File: config.mk
export PLATFORM = sky130hd
export DESIGN_NAME = pcf_function_bank
export DESIGN_NICKNAME = d
export VERILOG_FILES = /design/src/core/pcf_pkg.sv /design/src/core/pcf_function_bank.sv
export SDC_FILE = /design/constraint.sdc
export NUM_CORES = 1
export LEC_CHECK = 0
export ABC_AREA = 0
export BUFFER_PORTS_ARGS = -buffer_cell sky130_fd_sc_hd__buf_2
export CAP_MARGIN = 5
export CORE_MARGIN = 1.5
export CORE_UTILIZATION = 50
export DETAILED_ROUTE_END_ITERATION = 6
export GPL_TIMING_DRIVEN = 0
export PLACE_DENSITY = 0.7
export SLEW_MARGIN = 10
export SYNTH_ARGS = -nofsm -noshare
export SYNTH_HDL_FRONTEND = slang
export SYNTH_SLANG_ARGS = --single-unit
File: constraint.sdc
create_clock -name clk -period 4.15 [get_ports clk]
set_input_delay 0.2075 -clock clk [delete_from_list [all_inputs] [get_ports clk]]
set_output_delay 0.2075 -clock clk [all_outputs]
set_load 0.1 [all_outputs]
File: src/core/pcf_pkg.sv
// Package of offsets, field positions, carrier types and timing for the function config/status bank
//
// Overview of operation
// - Status change flag is one whenever any change bit of that function is one.
// - In I/O interface mode, status change output asserts when a function has change flag and gate both set.
// - Speaker output follows speaker input while a configured function has audio set.
// - Power-down bit drops the power control output and floats that function's signals.
// - Pending bit mirrors the interrupt input; writes do nothing without the protocol bit.
// - With protocol bit set, writing zero to pending re-evaluates inputs and retriggers.
// - Request is the OR of enabled asserted inputs, driven as pulse or level.
// - In level mode, interrupt request output releases once no enabled input stays asserted; a pulse releases when its time is up.
// - Pulse retrigger is high-low-high, at least 0.5 us low; level is low-high-low.
// - Protocol bit writes update both functions; either pending write triggers re-evaluation.
// - Ready change bit sets whenever the live ready bit changes.
// - Live ready bit follows the ready pin always; battery and protect bits absent.
// - Ring event latches on ring input in normal mode; unused for function 0 in LAN.
// - Aux event unused normally; in LAN function 0 latches it from ring input 0.
// - Both latched event bits clear only on a write covering bits 4 and 5.
// - An enabled latched event sets that function's status change flag.
// - Two base bytes per function form a 16-bit I/O base; upper bytes unused.
// - Limit mask ones exclude address lines; zeros compare against the base.
// - Pulse-mode interrupt holds low for 16 function-0 card clock cycles.
// - An interrupt input counts only when that function's interrupt enable is one.
package pcf_pkg;

    // Attribute space offsets
    localparam logic [12:0] OFF_CFG_STAT0 = 13'h1022;
    localparam logic [12:0] OFF_CFG_STAT1 = 13'h1042;
    localparam logic [12:0] OFF_PIN_REP0  = 13'h1024;
    localparam logic [12:0] OFF_PIN_REP1  = 13'h1044;
    localparam logic [12:0] OFF_IO_EVT0   = 13'h1028;
    localparam logic [12:0] OFF_IO_EVT1   = 13'h1048;
    localparam logic [12:0] OFF_BASE_LO0  = 13'h102A;
    localparam logic [12:0] OFF_BASE_LO1  = 13'h104A;
    localparam logic [12:0] OFF_BASE_HI0  = 13'h102C;
    localparam logic [12:0] OFF_BASE_HI1  = 13'h104C;
    localparam logic [12:0] OFF_LIMIT0    = 13'h1032;
    localparam logic [12:0] OFF_LIMIT1    = 13'h1052;

    // Config/status bit positions
    localparam int CS_CHANGED = 7;
    localparam int CS_GATE    = 6;
    localparam int CS_NARROW  = 5;
    localparam int CS_AUDIO   = 3;
    localparam int CS_PDOWN   = 2;
    localparam int CS_INTR    = 1;
    localparam int CS_RETRIG  = 0;
    // Pin replacement bit positions
    localparam int PR_RDY_CHG  = 5;
    localparam int PR_RDY_LIVE = 1;
    // I/O event bit positions
    localparam int EV_AUX     = 5;
    localparam int EV_RING    = 4;
    localparam int EV_AUX_EN  = 1;
    localparam int EV_RING_EN = 0;

    // Timing
    localparam int CLK_MHZ          = 200;
    localparam int IRQ_MIN_LOW_NS   = 500;
    localparam int IRQ_MIN_LOW_CYC  = (IRQ_MIN_LOW_NS * CLK_MHZ + 999) / 1000;
    localparam int IRQ_GAP_NS       = 500;
    localparam int IRQ_GAP_CYC      = (IRQ_GAP_NS * CLK_MHZ + 999) / 1000;
    localparam int IRQ_PULSE_TICKS  = 16;
    localparam int MCLK0_DIV_DEF    = 10;
    localparam logic [7:0] RESET_BYTE = 8'h00;

    // Per-function writable config/status bits
    typedef struct packed {
        logic gate;
        logic narrow;
        logic audio;
        logic pdown;
    } pcf_cfg_t;

    typedef enum logic [1:0] {
        IRQ_IDLE,
        IRQ_PULSE,
        IRQ_HELD,
        IRQ_GAP
    } pcf_irq_state_t;

endpackage

File: src/core/pcf_function_bank.sv
// Dual-function configuration/status register bank with shared interrupt and I/O window decode
`timescale 1ns/1ps
module pcf_function_bank #(
    parameter int MCLK0_DIV = pcf_pkg::MCLK0_DIV_DEF
) (
    input  wire logic        clk,
    input  wire logic        rst_b,
    input  wire logic [12:0] attr_addr,
    input  wire logic        attr_wr,
    input  wire logic        attr_rd,
    input  wire logic [7:0]  attr_wdata,
    output logic      [7:0]  attr_rdata,
    input  wire logic        io_interface_mode,
    input  wire logic        lan_mode,
    input  wire logic        level_irq_select,
    input  wire logic [1:0]  function_configured,
    input  wire logic [1:0]  function_irq_enable,
    input  wire logic [1:0]  base_limit_enable,
    input  wire logic [1:0]  function_irq_in,
    input  wire logic [1:0]  ready_in,
    input  wire logic [1:0]  ring_indicate_in_n,
    input  wire logic        speaker_in,
    output logic             speaker_out_n,
    output logic      [1:0]  function_power_ctl,
    output logic      [1:0]  function_io_oe,
    output logic             status_change_n,
    output logic             irq_req_n,
    input  wire logic [15:0] io_addr,
    output logic      [1:0]  io_select
);

    // Per-function hit from a pair of offsets
    function automatic logic [1:0] hit2(input logic [12:0] a, input logic [12:0] o0, input logic [12:0] o1);
        hit2 = {a == o1, a == o0};
    endfunction

    pcf_pkg::pcf_cfg_t      cfg [2];
    pcf_pkg::pcf_irq_state_t state;
    pcf_pkg::pcf_irq_state_t next_state;
    logic                   retrig_bit;
    logic [1:0]             rdy_live;
    logic [1:0]             rdy_chg;
    logic [1:0]             ring_evt;
    logic [1:0]             aux_evt;
    logic [1:0]             ring_en;
    logic [1:0]             aux_en;
    logic [7:0]             base_lo [2];
    logic [7:0]             base_hi [2];
    logic [7:0]             limit   [2];
    logic [15:0]            div_cnt;
    logic                   mclk_tick;
    logic [4:0]             tick_cnt;
    logic [15:0]            cyc_cnt;

    // Register decode
    wire logic [1:0] sel_cs   = hit2(attr_addr, pcf_pkg::OFF_CFG_STAT0, pcf_pkg::OFF_CFG_STAT1);
    wire logic [1:0] sel_pr   = hit2(attr_addr, pcf_pkg::OFF_PIN_REP0, pcf_pkg::OFF_PIN_REP1);
    wire logic [1:0] sel_ev   = hit2(attr_addr, pcf_pkg::OFF_IO_EVT0, pcf_pkg::OFF_IO_EVT1);
    wire logic [1:0] sel_bl   = hit2(attr_addr, pcf_pkg::OFF_BASE_LO0, pcf_pkg::OFF_BASE_LO1);
    wire logic [1:0] sel_bh   = hit2(attr_addr, pcf_pkg::OFF_BASE_HI0, pcf_pkg::OFF_BASE_HI1);
    wire logic [1:0] sel_lm   = hit2(attr_addr, pcf_pkg::OFF_LIMIT0, pcf_pkg::OFF_LIMIT1);
    wire logic [1:0] wr_cs    = sel_cs & {2{attr_wr}};
    wire logic [1:0] wr_pr    = sel_pr & {2{attr_wr}};
    wire logic [1:0] wr_ev    = sel_ev & {2{attr_wr}};

    // Event clear needs bits 4 and 5 written together
    wire logic       evt_clr_data = attr_wdata[pcf_pkg::EV_AUX] & attr_wdata[pcf_pkg::EV_RING];
    wire logic [1:0] evt_clr      = wr_ev & {2{evt_clr_data}};

    // Ready change and event sets
    wire logic [1:0] rdy_edge = ready_in ^ rdy_live;
    wire logic [1:0] ring_act = ~ring_indicate_in_n;
    wire logic [1:0] ring_set = ring_act & {1'b1, ~lan_mode};
    wire logic [1:0] aux_set  = {1'b0, ring_act[0] & lan_mode};

    // Status change flag per function
    wire logic [1:0] changed  = rdy_chg | (ring_evt & ring_en) | (aux_evt & aux_en);
    wire logic [1:0] gates    = {cfg[1].gate, cfg[0].gate};
    wire logic       stschg   = io_interface_mode & |(changed & gates);

    // Interrupt request and retrigger
    wire logic [1:0] irq_live = function_irq_in & function_irq_enable;
    wire logic       irq_req  = |irq_live;
    wire logic       retrig   = |wr_cs & retrig_bit & ~attr_wdata[pcf_pkg::CS_INTR];

    // Power and speaker
    wire logic [1:0] pdowns   = {cfg[1].pdown, cfg[0].pdown};
    wire logic [1:0] audios   = {cfg[1].audio, cfg[0].audio};
    wire logic       spk_on   = |(audios & function_configured);

    // I/O window decode, ones in the limit drop address lines
    wire logic [15:0] base0   = {base_hi[0], base_lo[0]};
    wire logic [15:0] base1   = {base_hi[1], base_lo[1]};
    wire logic [15:0] mask0   = {8'hFF, ~limit[0]};
    wire logic [15:0] mask1   = {8'hFF, ~limit[1]};
    wire logic        win0    = (limit[0] != 8'h00) && ((io_addr & mask0) == (base0 & mask0));
    wire logic        win1    = (limit[1] != 8'h00) && ((io_addr & mask1) == (base1 & mask1));
    wire logic [1:0]  io_hit  = function_configured & ~pdowns &
                                ({win1, win0} | ~base_limit_enable);

    // Read data selection, reserved bits are zero
    function automatic logic [7:0] cs_byte(input pcf_pkg::pcf_cfg_t c, input logic chg, input logic irq,
                                           input logic rb);
        logic [7:0] b;
        b = 8'h00;
        b[pcf_pkg::CS_CHANGED] = chg;
        b[pcf_pkg::CS_GATE]    = c.gate;
        b[pcf_pkg::CS_NARROW]  = c.narrow;
        b[pcf_pkg::CS_AUDIO]   = c.audio;
        b[pcf_pkg::CS_PDOWN]   = c.pdown;
        b[pcf_pkg::CS_INTR]    = irq;
        b[pcf_pkg::CS_RETRIG]  = rb;
        cs_byte = b;
    endfunction

    function automatic logic [7:0] pr_byte(input logic chg, input logic live);
        logic [7:0] b;
        b = 8'h00;
        b[pcf_pkg::PR_RDY_CHG]  = chg;
        b[pcf_pkg::PR_RDY_LIVE] = live;
        pr_byte = b;
    endfunction

    function automatic logic [7:0] ev_byte(input logic ae, input logic re, input logic aen, input logic ren);
        logic [7:0] b;
        b = 8'h00;
        b[pcf_pkg::EV_AUX]     = ae;
        b[pcf_pkg::EV_RING]    = re;
        b[pcf_pkg::EV_AUX_EN]  = aen;
        b[pcf_pkg::EV_RING_EN] = ren;
        ev_byte = b;
    endfunction

    wire logic [7:0] rd_cs0 = cs_byte(cfg[0], changed[0], function_irq_in[0], retrig_bit);
    wire logic [7:0] rd_cs1 = cs_byte(cfg[1], changed[1], function_irq_in[1], retrig_bit);
    wire logic [7:0] rd_pr0 = pr_byte(rdy_chg[0], ready_in[0]);
    wire logic [7:0] rd_pr1 = pr_byte(rdy_chg[1], ready_in[1]);
    wire logic [7:0] rd_ev0 = ev_byte(aux_evt[0], ring_evt[0], aux_en[0], ring_en[0]);
    wire logic [7:0] rd_ev1 = ev_byte(aux_evt[1], ring_evt[1], aux_en[1], ring_en[1]);
    wire logic [7:0] rd_mux =
        sel_cs[0] ? rd_cs0 : sel_cs[1] ? rd_cs1 :
        sel_pr[0] ? rd_pr0 : sel_pr[1] ? rd_pr1 :
        sel_ev[0] ? rd_ev0 : sel_ev[1] ? rd_ev1 :
        sel_bl[0] ? base_lo[0] : sel_bl[1] ? base_lo[1] :
        sel_bh[0] ? base_hi[0] : sel_bh[1] ? base_hi[1] :
        sel_lm[0] ? limit[0] : sel_lm[1] ? limit[1] : 8'h00;

    // Read data register
    always_ff @(posedge clk or negedge rst_b) begin
        if (!rst_b) begin
            attr_rdata <= pcf_pkg::RESET_BYTE;
        end else if (attr_rd) begin
            attr_rdata <= rd_mux;
        end
    end

    // Config/status writable bits; the protocol bit is one shared copy
    always_ff @(posedge clk or negedge rst_b) begin
        if (!rst_b) begin
            cfg[0]     <= '0;
            cfg[1]     <= '0;
            retrig_bit <= 1'b0;
        end else begin
            for (int f = 0; f < 2; f++) begin
                if (wr_cs[f]) begin
                    cfg[f].gate   <= attr_wdata[pcf_pkg::CS_GATE];
                    cfg[f].narrow <= attr_wdata[pcf_pkg::CS_NARROW];
                    cfg[f].audio  <= attr_wdata[pcf_pkg::CS_AUDIO];
                    cfg[f].pdown  <= attr_wdata[pcf_pkg::CS_PDOWN];
                end
            end
            if (|wr_cs) begin
                retrig_bit <= attr_wdata[pcf_pkg::CS_RETRIG];
            end
        end
    end

    // Ready tracking; writing one to the change bit clears it, a new change wins
    always_ff @(posedge clk or negedge rst_b) begin
        if (!rst_b) begin
            rdy_live <= '1;                                                                     // Idle ready level, no false change
            rdy_chg  <= 2'h0;
        end else begin
            rdy_live <= ready_in;
            for (int f = 0; f < 2; f++) begin
                if (rdy_edge[f]) begin
                    rdy_chg[f] <= 1'b1;
                end else if (wr_pr[f] && attr_wdata[pcf_pkg::PR_RDY_CHG]) begin
                    rdy_chg[f] <= 1'b0;
                end
            end
        end
    end

    // Event latches and enables; a set in the clearing cycle wins
    always_ff @(posedge clk or negedge rst_b) begin
        if (!rst_b) begin
            ring_evt <= 2'h0;
            aux_evt  <= 2'h0;
            ring_en  <= 2'h0;
            aux_en   <= 2'h0;
        end else begin
            ring_evt <= ring_set | (ring_evt & ~evt_clr);
            aux_evt  <= aux_set | (aux_evt & ~evt_clr);
            for (int f = 0; f < 2; f++) begin
                if (wr_ev[f]) begin
                    ring_en[f] <= attr_wdata[pcf_pkg::EV_RING_EN];
                    aux_en[f]  <= attr_wdata[pcf_pkg::EV_AUX_EN];
                end
            end
        end
    end

    // Base and limit registers
    always_ff @(posedge clk or negedge rst_b) begin
        if (!rst_b) begin
            base_lo <= '{default: pcf_pkg::RESET_BYTE};
            base_hi <= '{default: pcf_pkg::RESET_BYTE};
            limit   <= '{default: pcf_pkg::RESET_BYTE};
        end else begin
            for (int f = 0; f < 2; f++) begin
                if (attr_wr && sel_bl[f]) base_lo[f] <= attr_wdata;
                if (attr_wr && sel_bh[f]) base_hi[f] <= attr_wdata;
                if (attr_wr && sel_lm[f]) limit[f]   <= attr_wdata;
            end
        end
    end

    // Function-0 card clock enable from a divider
    assign mclk_tick = (div_cnt == 16'(MCLK0_DIV - 1));
    always_ff @(posedge clk or negedge rst_b) begin
        if (!rst_b) begin
            div_cnt <= 16'h0000;
        end else begin
            div_cnt <= mclk_tick ? 16'h0000 : div_cnt + 16'h0001;
        end
    end

    // Interrupt state timing; the first card clock tick is partial, so one extra tick keeps 16 whole periods
    wire logic pulse_done = (tick_cnt > 5'(pcf_pkg::IRQ_PULSE_TICKS)) &&
                            (cyc_cnt >= 16'(pcf_pkg::IRQ_MIN_LOW_CYC));
    wire logic gap_done   = cyc_cnt >= 16'(pcf_pkg::IRQ_GAP_CYC);

    // Interrupt state choice
    always_comb begin
        next_state = state;
        unique case (state)
            pcf_pkg::IRQ_IDLE:  if (irq_req) next_state = level_irq_select ? pcf_pkg::IRQ_HELD
                                                                         : pcf_pkg::IRQ_PULSE;
            pcf_pkg::IRQ_PULSE: if (pulse_done) next_state = pcf_pkg::IRQ_HELD;
            pcf_pkg::IRQ_HELD: begin
                if (!irq_req) begin
                    next_state = pcf_pkg::IRQ_IDLE;
                end else if (retrig) begin
                    next_state = level_irq_select ? pcf_pkg::IRQ_GAP : pcf_pkg::IRQ_PULSE;
                end
            end
            pcf_pkg::IRQ_GAP:   if (gap_done) next_state = irq_req ? pcf_pkg::IRQ_HELD
                                                                   : pcf_pkg::IRQ_IDLE;
        endcase
    end

    // Low in pulse, and in held while level mode is selected
    wire logic next_irq_n = !((next_state == pcf_pkg::IRQ_PULSE) ||
                              (next_state == pcf_pkg::IRQ_HELD && level_irq_select));

    // Interrupt state and counters, restarted on every state change
    always_ff @(posedge clk or negedge rst_b) begin
        if (!rst_b) begin
            state     <= pcf_pkg::IRQ_IDLE;
            tick_cnt  <= 5'h00;
            cyc_cnt   <= 16'h0000;
            irq_req_n <= 1'b1;
        end else begin
            state     <= next_state;
            irq_req_n <= next_irq_n;
            if (next_state != state) begin
                tick_cnt <= 5'h00;
                cyc_cnt  <= 16'h0000;
            end else begin
                if (mclk_tick && tick_cnt != 5'h1F) tick_cnt <= tick_cnt + 5'h01;
                if (cyc_cnt != 16'hFFFF) cyc_cnt <= cyc_cnt + 16'h0001;
            end
        end
    end

    // Pin outputs
    always_ff @(posedge clk or negedge rst_b) begin
        if (!rst_b) begin
            status_change_n    <= 1'b1;
            speaker_out_n      <= 1'b1;
            function_power_ctl <= 2'h0;
            function_io_oe     <= 2'h0;
            io_select          <= 2'h0;
        end else begin
            status_change_n    <= ~stschg;
            speaker_out_n      <= spk_on ? speaker_in : 1'b1;
            function_power_ctl <= ~pdowns;
            function_io_oe     <= ~pdowns;
            io_select          <= io_hit;
        end
    end

endmodule // pcf_function_bank

==> impl_results.md, run 1 <==
* Setup violations, final at 0
* Final net count at a little over 800
* Static Leak at 0.00360 uW
* Crit-path max FO at 9
* Layout cells sized above 1 at 26.0%
* #FFs+latches synth at around 120
* Area leader, netlist: dfrtp_1
* DRC Markers at 0
* Number of top-level pins at 74
* Actual slew at the worst max-slew pin at a little over 1 ns
* Register area share after synthesis at between 40 and 50%
* Max stage delay cell, worst path: nor4b_1
* Antenna Nets Post-Route at 0
* GRT overflow at 0
* DPL Wire Length at 14,900 um
* Max Cap Viol at 0
* Max_slew headroom at 30.4%
* Reg clk slew, reported paths at around 0.060 ns
* Critical-path cell list: buf_2 -> nor4b_1 -> nand2_1 -> nor2_1 -> nand2_1 -> mux2_2
* Hold WC Path Type: input pin to flop
* Synth unique cells at 72
* Root buf cell: clkbuf_16
* Ys Warns at 0
* Critical path's top delay family: simple AND/OR/NAND/NOR gates
* Critical path class: input pin to flop
* Max Clock Freq at 0.409 GHz
* TritonCTS Buffers at 17
* Synthesized cell area at approximately 6900 sq um
* First DRT Iteration DRCs at 545
* GRT Util Overall at 29.3%
* CP required at 4.46 ns
* Worst-Skew Late Latency at 0.42 ns
* Layout Utilization at 61.5%
* RSZ-0062 raised after global routing: false
* First-pass GRT wire length at 32,100 um
* Prevailing post-synth register cell: dfrtp_1
* Area after DPL at 7550 sq um
* Largest net degree at the start of global routing at 68
* H-tree levels at 4
* Crit end category: flop
* CP max stage delay at 0.88 ns
* Net Count, Synth at 727
* RePlAce Congestion at 0.999
* FFs w/ async S/R, synth at 100%
* Setup TNS at 0 ns
* Layout Area Growth over Synthesis at 18.9%
* Final min period at around 2.4 ns
* FILL cells at 1,159
* CP bufs+invs at 1
* # clock sinks at approximately 120
* Most Frequent Cell on Critical Path: nand2_1
* Number of synthesized flops with an enable pin at 0
* Initial core utilization at 51.7%
* Synth Area per Inst at 10.5 sq um
* Power per Cell Area at between 400 and 500 nW/um^2
* Synth top area share at a little over two fifths
* Design Area, Final at 8240 sq um
* Syn Inst Count at between 600 and 700
* Initial antenna violation count at 0
* Status: complete, no violations
* Max Slew Vio Count at 0
* Final Hold Fails at 0
* WL/cell at 21.5 um
* IR drop worst, VDD at 0.281 mV
* Setup crit start kind: input pin
* # port buffers at 72
* CTS tree: built
* Die Ht at 121 um
* Antenna cells at 0
* Vias at 5,968
* Crit path DAT at 2.75 ns
* Rows at 42
* Post-DR vias/cell at approximately 6.3
* Die Width at 121 um
* Resize count post-CTS at 0
* DRT Wirelength at 20,400 um
* 1st-pass router iterations at 5
* Period Utilization, post-route at 58.9%
* Die area at 14,600 sq um
* Largest cells by area after synthesis: dfrtp_1 (43%), mux2_2 (10%), xnor2_1 (6.4%), nor2_1 (2.7%), nand3_1 (2.0%)
* Core Footprint at 13,400 sq um
* Skew final at 0.00689 ns
* Vias in the first global route at 5,937
* Clk buf depth at 2
routing by layer:
layer  GRT usage, %  vias up  wire (um)  part of all wire [%]
met5              0        -          0                     0
met4           14.3        0        841                   4.1
met3           5.99       60       1340                   6.6
met2           48.4      254       9930                    49
met1           36.8     2963       8310                    41
li1               -     2691          -                     -
area by class of cell:
cell class | instances | area, sq um | area share [%]
clock inverters | 10 | 139 | 1.69
flip-flops and latches | 123 | 3080 | 37.4
plain buffers | 28 | 119 | 1.44
multi-input cells | 492 | 3650 | 44.3
repair buffers | 81 | 474 | 5.76
inverters | 20 | 75.1 | 0.911
well taps | 176 | 220 | 2.67
clock buffers | 22 | 474 | 5.76
cell usage after synthesis (all sizes together) (4+ instances only):
library cell and instances:
a211oi 9, a21o 4, a21oi 16, a221o 5
a22o 5, a22oi 10, a31oi 7, and2 4
and3 7, and4 4, buf 7, clkbuf 21
dfrtp 118, dfstp 5, ha 7, inv 19
mux2 62, nand2 31, nand2b 5, nand3 28
nand3b 5, nand4 19, nor2 49, nor2b 8
nor3 16, nor3b 6, nor4 15, nor4b 6
o211ai 4, o21ai 20, o22ai 7, o2bb2ai 6
o32ai 4, or3b 6, or4 8, or4b 4
xnor2 51, xor2 11
registers in the layout, summed over array words and instances, names as in the netlist, 5 cells and up:
name / count
base1: 16
div_cnt: 16
cyc_cnt: 16
limit: 16
cfg: 6
tick_cnt: 5
base0: 16
attr_rdata: 8
per-stage QoR:
stage,std cells,hold WS [ns],setup slack (ns),power [uW]
after floorplan,663,-0.0881,2.00,1660
after global placement,911,0.339,1.36,1810
after detailed placement,912,0.214,1.38,1830
after CTS,952,0.0495,1.82,3370
after global routing,952,0.0512,1.63,3480
final,952,0.0520,1.71,3360
cell families (layout without fill, tap and decap cells):
family | count (synthesis) | count (layout) | synth area share (%)
buffers and inverters | 48 | 161 | 2.80
multiplexers | 65 | 65 | 10.5
flip-flops | 123 | 123 | 44.5
AO/OA/AOI/OAI | 125 | 125 | 13.2
AND/OR/NAND/NOR | 233 | 233 | 19.9
XOR/XNOR | 62 | 62 | 7.83
adder cells (fa/ha/maj) | 7 | 7 | 1.26
what timing repair did:
action / in CTS / in global routing
buffers inserted: 0 / 0
endpoints found under the setup margin: 0 / 0
hold buffers: 8 / 0
endpoints found under the hold margin: 59 / 0
layout by cell type, fill, tap and decap left out, types with 7 or more instances in the layout:
cell and count:
o21ai_0 20, clkbuf_16 17, and3_1 7, a31oi_1 7
buf_2 76, xnor2_1 51, o22ai_1 7, or4_1 7
nor4_1 13, nand4_1 19, nor2_1 49, dlygate4sd3_1 8
inv_1 19, nand2_1 30, nand3_1 28, a211oi_1 8
xor2_1 11, a21oi_1 16, nor2b_1 8, mux2_2 62
clkbuf_1 23, dfrtp_1 118, nor3_1 12, a22oi_1 10
ha_1 7
worst paths after layout:
kind	from	to	slack (ns)	cells past startpoint
worst max-delay path	attr_addr[8]	base0[6]$_DFFE_PN0P_	1.71	6
worst min-delay path	function_configured[1]	io_select[1]$_DFF_PN0_	0.05	2
worst max register to register	cyc_cnt[14]$_DFFE_PN0P_	cyc_cnt[15]$_DFFE_PN0P_	1.83	6
worst min register to register	cfg[4]$_DFFE_PN0P_	function_io_oe[0]$_DFF_PN0_	0.47	1
max in group asynchronous	rst_b	speaker_out_n$_DFF_PN1_	3.14	3
min in group asynchronous	rst_b	div_cnt[7]$_DFF_PN0_	0.31	2
where the power goes:
| part | switching, uW | internal, uW | total (uW) |
|---|---|---|---|
| combinational | 306 | 182 | 487 |
| clock | 554 | 991 | 1540 |
| sequential | 69.6 | 1260 | 1330 |
| total | 929 | 2440 | 3360 |
No activity file was read; power rests on OpenSTA's default activity.
==> run 2, diff against run 1 <==
--- a/config.mk
+++ b/config.mk
@@ -12,7 +12,7 @@
 export CORE_UTILIZATION = 50
 export DETAILED_ROUTE_END_ITERATION = 6
 export GPL_TIMING_DRIVEN = 0
-export PLACE_DENSITY = 0.7
+export PLACE_DENSITY = 0.72
 export SLEW_MARGIN = 10
 export SYNTH_ARGS = -nofsm -noshare
 export SYNTH_HDL_FRONTEND = slang
==> constraint.sdc (replaced) <==
create_clock -name clk -period 2.07 [get_ports clk]
set_input_delay 0.1035 -clock clk [delete_from_list [all_inputs] [get_ports clk]]
set_output_delay 0.1035 -clock clk [all_outputs]
set_load 0.1 [all_outputs]
==> run 2 against run 1 <==
The run now ends with design-rule violations, negative setup slack left. Combinational power grew 150%. Sequential power increased by 100%. Worst setup slack got worse by 1.9 ns. Critical path type is now flop to flop. Highest routed layer unchanged.
==> impl_results.md, run 2 (same netlist as run 1, synthesis figures left out) <==
* Status: complete, but fails checks
* Failing checks: design-rule violations, negative setup slack
* Post-DR vias/cell at 6.29
* Antenna cells at 0
* Commonest non-fill, non-tap cells in the layout: dfrtp_1 (118), buf_2 (74), mux2_2 (61), xnor2_1 (51), nor2_1 (38)
* Worst min-delay path endpoint: base1[15]$_DFFE_PN0P_
* Layout Area Growth over Synthesis at 21.9%
* Worst reg2reg setup slack at -0.16 ns
* CP max stage delay at 0.57 ns
* Design Area, Final at 8450 sq um
* 1st-pass router iterations at 7
* Root buf cell: clkbuf_16
* Most common cell after layout, fill and taps aside: dfrtp_1
* Critical-path cell list: or4_4 -> nor4b_4 -> nand2_2 -> a311o_2 -> buf_6 -> a211oi_2
* CTS tree: built
* Logic pwr share at 17.6%
* Max Slew Vio Count at 0
* GRT Util Overall at 29.5%
* P_int at between 4000 and 5000 uW
* First DRT Iteration DRCs at 598
* Actual slew at the worst max-slew pin at between 0.9 and 1 ns
* Final net count at 837
* Core Footprint at between 10,000 and 15,000 sq um
* RSZ-0062 raised after global routing: true
* Final min period at 2.23 ns
* Number of top-level pins at 74
* Worst-Skew Late Latency at about 0.42 ns
* Clock Power Share at 43.7%
* Static Leak at 0.00368 uW
* Setup violations, final at 22
* Layout cells sized above 1 at ~30%
* Hold Crit Start: attr_wdata[7]
* CP required at 2.41 ns
* # clock sinks at 123
* GRT overflow at 0
* Sequential share of power at roughly two fifths
* Area after DPL at 7550 sq um
* R2r startpoint: cyc_cnt[8]$_DFFE_PN0P_
* Period Utilization, post-route at 108%
* Largest net degree at the start of global routing at 81
* Clk buf depth at 2
* Layout Utilization at 63.0%
* Antenna Nets Post-Route at 0
* Hold slack at 0.0204 ns
* CP bufs+invs at 1
* Min setup slack post-route at -0.161 ns
* NetSw at 1980 uW
* Rows at 42
* Max stage delay cell, worst path: or4_4
* TritonCTS Buffers at 17
* RePlAce Congestion at ~1
* Initial core utilization at 51.7%
* Die area at 14,600 sq um
* Critical path's top delay family: simple AND/OR/NAND/NOR gates
* Max_slew headroom at between 30% and 40%
* Switching Share at 28.8%
* Reg clk slew, reported paths at 0.06 ns
* WL/cell at ~21 um
* IR drop worst, VDD at 0.513 mV
* Final Hold Fails at 0
* Critical path class: flop to flop
* Die Width at around 120 um
* First-pass GRT wire length at approximately 33,000 um
* Initial antenna violation count at 0
* Max Clock Freq at 0.448 GHz
* Hold WC Path Type: input pin to flop
* Power per Cell Area at 815 nW/um^2
* Critical Path Stages at 6
* # port buffers at between 70 and 80
* Setup crit start kind: flop
* Crit path DAT at 2.57 ns
* Skew final at 0.00582 ns
* Crit-path max FO at 5
* Max Cap Viol at 0
* R2R depth at 6
* DRT Wirelength at slightly above 20,000 um
* Crit end category: flop
* DPL Wire Length at around 15,000 um
* H-tree levels at 4
* DRC Markers at 1
* Hold path cells at 2
* FF-to-FF End: cyc_cnt[2]$_DFFE_PN0P_
* Vias at 6,049
* Vias in the first global route at 6,057
* Die Ht at 121 um
run 2: cell count changes in the layout (fill, tap and decap cells not counted), sizes merged:
cell,previous run,this run
buf,80,88
bufinv,3,2
clkbuf,43,40
clkinv,3,6
dlygate4sd3,8,11
run 2: worst max path at each step:
stage | from | to
3_3_place_gp | rst_b | base0[5]$_DFFE_PN0P_
4_1_cts | cyc_cnt[8]$_DFFE_PN0P_ | cyc_cnt[2]$_DFFE_PN0P_
5_1_grt | cyc_cnt[8]$_DFFE_PN0P_ | cyc_cnt[2]$_DFFE_PN0P_
3_5_place_dp | attr_addr[6] | limit[3]$_DFFE_PN0P_
2_1_floorplan | cyc_cnt[8]$_DFFE_PN0P_ | cyc_cnt[2]$_DFFE_PN0P_
6_report | cyc_cnt[8]$_DFFE_PN0P_ | cyc_cnt[2]$_DFFE_PN0P_
run 2: timing repair:
item	4_1_cts	5_1_grt
hold endpoints to repair	54	0
setup buffers	5	2
hold buffers	11	0
setup endpoints to repair	56	54
gates resized for setup	15	24
cloned	2	0
pin swaps	6	7
run 2: metrics by stage:
step | total power, uW | TNS, ns | setup slack (ns) | std cells
3_5_place_dp | 3690 | -35.70 | -0.590 | 912
4_1_cts | 6810 | -2.27 | -0.146 | 962
2_1_floorplan | 3340 | 0 | 0.00322 | 663
5_1_grt | 7150 | -3.68 | -0.216 | 962
3_3_place_gp | 3630 | -103.08 | -0.597 | 911
6_report | 6880 | -2.39 | -0.161 | 962
run 2: power groups by stage:
stage	combinational, uW	sequential (uW)	clock (uW)
2_1_floorplan	586	2760	0
3_3_place_gp	939	2690	0
3_5_place_dp	983	2700	0
4_1_cts	1120	2660	3030
5_1_grt	1320	2680	3150
6_report	1210	2670	3000
run 2: layout make-up:
class                           count  area, sq um
Timing Repair Buffer               92          568
Sequential cell                   123         3080
Clock buffer                       20          467
Fill cell                        1147         4950
Inverter                           20         75.1
Tap cell                          176          220
Buffer                             27          131
Multi-Input combinational cell    492         3760
Clock inverter                     12          139
run 2: routing by layer:
metal	global-route usage [%]	up-vias	share of wire [%]
li1	-	2708	-
met3	6.93	56	6.1
met4	11.9	0	3.4
met1	36.7	3007	42
met2	49.5	278	49
met5	0	-	0
